<file path="src/shared/scsc_pkg.sv">
// Shared constants and types for the structured cell sequence checker
`default_nettype none
package scsc_pkg;

  // Cell header layout: [7] CSI, [6:4] count, [3:1] CRC-3, [0] even parity
  localparam int unsigned HDR_W      = 8;
  localparam int unsigned SN_W       = 3;
  localparam int unsigned CRC_W      = 3;
  localparam int unsigned CNT_LSB    = 4;
  localparam int unsigned CRC_LSB    = 1;
  localparam int unsigned PAR_BIT    = 0;
  localparam logic [3:0]  CRC_POLY   = 4'hb;

  // Per-VC context store
  localparam int unsigned NUM_VC     = 256;
  localparam int unsigned VC_W       = 8;

  // Sequence arithmetic and dummy cell limit
  localparam logic [2:0]  SN_ONE     = 3'h1;
  localparam logic [2:0]  SN_TWO     = 3'h2;
  localparam logic [2:0]  SN_RST     = 3'h0;
  localparam logic [2:0]  MAX_LOST   = 3'h6;

  typedef enum logic [2:0] {
    ST_START,
    ST_OUT_OF_SYNC,
    ST_SYNC,
    ST_INVALID,
    ST_OUT_OF_SEQ
  } scsc_state_t;

endpackage : scsc_pkg
`default_nettype wire

</file>
<file path="src/core/scsc_sn_check.sv">
// Sequence number protection check: CRC-3 and even parity over the header
`timescale 1ns/1ns
`default_nettype none
module scsc_sn_check
  import scsc_pkg::*;
(
  // Header in
  input  wire logic [HDR_W-1:0] hdr_i,
  // Result
  output logic                  valid_o,
  output logic [SN_W-1:0]       count_o
);

  logic [CRC_W-1:0] crc_calc;
  logic [6:0]       rem;

  // Long division of the 4 protected bits shifted up by 3
  always_comb begin
    rem = {hdr_i[HDR_W-1:CNT_LSB], 3'h0};
    for (int i = 6; i >= CRC_W; i--) begin
      if (rem[i]) begin
        rem[i -: 4] = rem[i -: 4] ^ CRC_POLY;
      end
    end
    crc_calc = rem[CRC_W-1:0];
  end

  assign valid_o = (crc_calc == hdr_i[CRC_LSB +: CRC_W]) && !(^hdr_i);
  assign count_o = hdr_i[CNT_LSB +: SN_W];

endmodule // scsc_sn_check
`default_nettype wire

</file>
<file path="config.mk">
export PLATFORM = sky130hd
export DESIGN_NAME = scsc_sn_check
export DESIGN_NICKNAME = d
export VERILOG_FILES = /design/src/shared/scsc_pkg.sv /design/src/core/scsc_sn_check.sv
export SDC_FILE = /design/constraint.sdc
export NUM_CORES = 1
export LEC_CHECK = 0
export BUFFER_PORTS_ARGS = -buffer_cell sky130_fd_sc_hd__buf_4
export CORE_AREA = 2 2 39 41
export DETAILED_ROUTE_END_ITERATION = 8
export DIE_AREA = 0 0 41 43
export PLACE_DENSITY_LB_ADDON = 0.05
export SYNTH_ARGS = -nofsm -noshare
export SYNTH_HDL_FRONTEND = slang
export SYNTH_SLANG_ARGS = --single-unit
</file>
<file path="constraint.sdc">
create_clock -name vclk -period 1.4
set_clock_uncertainty 0.1 [all_clocks]
set_input_delay 0.14 -clock vclk [all_inputs]
set_output_delay 0.14 -clock vclk [all_outputs]
set_load 0.02 [all_outputs]
</file>
# Word-level counts from Yosys, hierarchy flattened

Index checks and enable logic that the tools add are counted.

Bits in latches: 0
Memory bits (read-only): 0
Memories kept: 0
RAM bits: 0
Bits in registers: 0
Bits of input ports: 8
Output and inout port bits: 4

Multipliers: 0
Add/sub/neg operators: 0
Reductions and logical operators: 3
Magnitude comparators: 0
Bitwise operators: 4
Div/mod/pow operators: 0
Muxes and demuxes: 4
Equal/unequal tests: 1
Shifts and indexed selects: 0

Operator list:

| operator          | count |
|---|---|
| $mux 2            | 4 |
| $not 2->2         | 4 |
| $reduce_xor 8->1  | 1 |
| $eq 3x3->1        | 1 |
| $logic_and 1x1->1 | 1 |
| $logic_not 1->1   | 1 |

# Longest topological paths before layout

Depth in word-level cells: 10
Gate-level depth with buffers: 3
Mapped depth without buffers: 3

# Least setup slack after synthesis

Ideal clock, no wire load.

Path kind: input to output
From: input hdr_i[5]
To: output valid_o
Arrival: 1.067 ns
Stages: 3
Path slack: 0.093 ns
Data required time: 1.160 ns
Path buffers: 0
Cells stage by stage: xor2_1 or3_1 a211oi_2

Cells in the longest elaborated chain, start to end: 7
Elaborated cells between the ends (all ways): 9

RTL lines:

| element                    | RTL line            | source |
|---|---|---|
| start: declaration         | scsc_sn_check.sv:8  | `input wire logic [HDR_W-1:0] hdr_i,` |
| $not 2->2 (no source line) | n/a                 |  |
| $mux 2 (2 in a row)        | scsc_sn_check.sv:21 | `if (rem[i]) begin` |
| $not 2->2 (no source line) | n/a                 |  |
| $mux 2                     | scsc_sn_check.sv:21 |  |
| $eq 3x3->1                 | scsc_sn_check.sv:28 | `assign valid_o = (crc_calc == hdr_i[CRC_LSB +: CRC_W]) && !(^hdr_i);` |
| $logic_and 1x1->1 (*)      | scsc_sn_check.sv:28 |  |
| end: declaration           | scsc_sn_check.sv:10 | `output logic valid_o,` |

Mark *: on every way between the ends. The rest lies on a longest branch, timed or not.

# Final worst setup path

From: input hdr_i[1]
To: output valid_o

Cells in the longest elaborated chain, start to end: 3
Elaborated cells between the ends (all ways): 4

RTL lines:

| element               | RTL line |
|---|---|
| $reduce_xor 8->1      | scsc_sn_check.sv:28 |
| $logic_not 1->1       | scsc_sn_check.sv:28 |
| $logic_and 1x1->1 (*) | scsc_sn_check.sv:28 |

Marked as above.

==> summary.txt <==
Status -> completed
Hold path start -> hdr_i[6]
Total number of vias -> 136
Seq_cells -> 0
Routed Antenna Nets -> 0
DRT Pass-1 Iters -> 1
Ant diodes -> 0
Post-CTS Setup Inserts -> 0
Pwr Density -> 364 nW/µm²
Arr. time, crit path -> 1130 ps
# IOs -> 12
Syn Inst Count -> 15
Reg area -> 0 µm²
Final Instance Count excl. Fillers -> 44
Hold Buf Count CTS -> 0
Final slew viol count -> 0
Lkg Pwr -> 0.112 nW
Hold path depth -> 2
DP HPWL -> 280 µm
Die width -> 41 µm
Final Hold Viols -> 0
Tmin final -> 1370 ps
Share of cells above drive strength 1 -> 60.7%
Total power draw -> 0.0000896 W
Layout Nets -> 38
Initial drt markers -> 0
Footprint of the multi-input gates -> 103 µm²
# clk buffers -> 0
Hold WC Path Type -> input pin to primary output
Final Setup Violations -> 0
Post-route DRC -> 0
Die Y -> 43 µm
IO buf count -> 12
Worst setup SP type -> input pin
Final Wtd Congestion -> 0.526
Area delta synth->final -> 97.0%
Largest net degree at the start of global routing -> 4
CP Capture Type -> primary output
Seq/Total Area, Yosys -> 0%
Cell total after placement -> 44
Initial antenna violation count -> 0
YS warnings -> 0
Tcrit/Tclk final -> 97.7%
Vias in the first global route -> 123
Fmax achieved -> 731 MHz
Initial Utilization -> 9.04%
Post-synthesis instance area -> 125 µm²
Final instance area -> 246 µm²
Mean Syn Cell Area -> 8.34 µm²
Crit Path Max Fanout -> 2
RSZ-0062 raised after global routing -> yes
CORE AREA -> 1380 µm²
Required time of the critical path -> 1160 ps
Library cells used by synthesis -> 6
Maxcap violations -> 0
Die Footprint -> 1760 µm²
Routed len/inst -> 6.64 µm
Top cells by area, synth -> xor2_1 (35%), xnor2_1 (28%), buf_4 (18%)
Area after DPL -> 243 µm²
Area leader, netlist -> xor2_1
Worst Max-Slew Pin Slew -> 170 ps
Yosys top cell area share -> 35.0%
First-pass GRT wire length -> 496 µm
GR Util All Layers -> 3.80%
Max rail drop VDD -> 82.2 µV
Critical path type -> input pin to primary output
Mean number of vias per cell -> 3.09
Gr ovfl total -> 0
Filler cells -> 170
Slew HR -> 88.6%
FP Rows -> 14
Min-Delay Endpoint -> count_o[2]
Total routed wirelength -> 292 µm
Syn Nets -> 23
-- per-stage QoR --
stage	hold WS [ps]	setup slack, ps	TNS, ps	util [%]
after global placement	413	-15.1	-15.1	17.5
after CTS	414	1.87	0	17.5
after detailed placement	413	-35.8	-35.8	17.5
after global routing	424	-20.3	-20.3	17.8
final	412	31.5	0	17.8
after floorplan	293	92.9	0	-
-- critical path, stage by stage --
cell and delay, ps:
buf_4 120, xor2_1 140, or3_1 380, a211oi_2 180, buf_4 170
-- cell usage after synthesis --
| cell | count |
|---|---|
| nand3_1 | 1 |
| a211oi_2 | 1 |
| xnor2_1 | 4 |
| xor2_1 | 5 |
| buf_4 | 3 |
| or3_1 | 1 |
-- report_power, final --
| group | switching, W | leakage [nW] | internal, W |
|---|---|---|---|
| Clock | 0 | 0 | 0 |
| Combinational | 0.0000387 | 0.112 | 0.0000509 |
| Sequential | 0 | 0 | 0 |
-- kinds of logic after synthesis --
| group | after synthesis | share of synthesized area [%] |
|---|---|---|
| and+or+nand+nor | 2 | 9.00 |
| buffers and inverters | 3 | 18.0 |
| AOI/OAI and AO/OA | 1 | 10.0 |
| xor gates and xnor gates | 9 | 63.0 |
-- layer usage --
metal	up-vias	global-route usage (%)	share of wire, %
li1	73	-	-
met1	57	5.38	35
met2	6	6.56	55
met3	0	0	9.6
met4	0	0	0
met5	-	0	0
-- timing repair --
item                       in CTS  in global routing
setup endpoints to repair       1                  1
pin swaps                       2                  0
gates resized for setup         0                  1
-- final cells by class --
| type | instances | area share (%) |
|---|---|---|
| Multi-Input combinational cell | 12 | 41.6 |
| Tap cell | 16 | 8.12 |
| Timing Repair Buffer | 16 | 50.3 |
-- how the worst max path moves through the flow --
stage,from,end,slack [ps],cells past startpoint
3_5_place_dp,hdr_i[5],valid_o,-40,5
6_report,hdr_i[1],valid_o,30,5
4_1_cts,hdr_i[7],valid_o,2,5
3_3_place_gp,hdr_i[5],valid_o,-20,5
2_1_floorplan,hdr_i[5],valid_o,90,3
5_1_grt,hdr_i[1],valid_o,-20,5
-- layout by cell type, fill, tap and decap left out --
master / instances
a211oi_2: 1
buf_4: 15
buf_6: 1
nand3_1: 1
or3_1: 1
xnor2_1: 4
xor2_1: 5
Power figures use the tool's default switching activity.
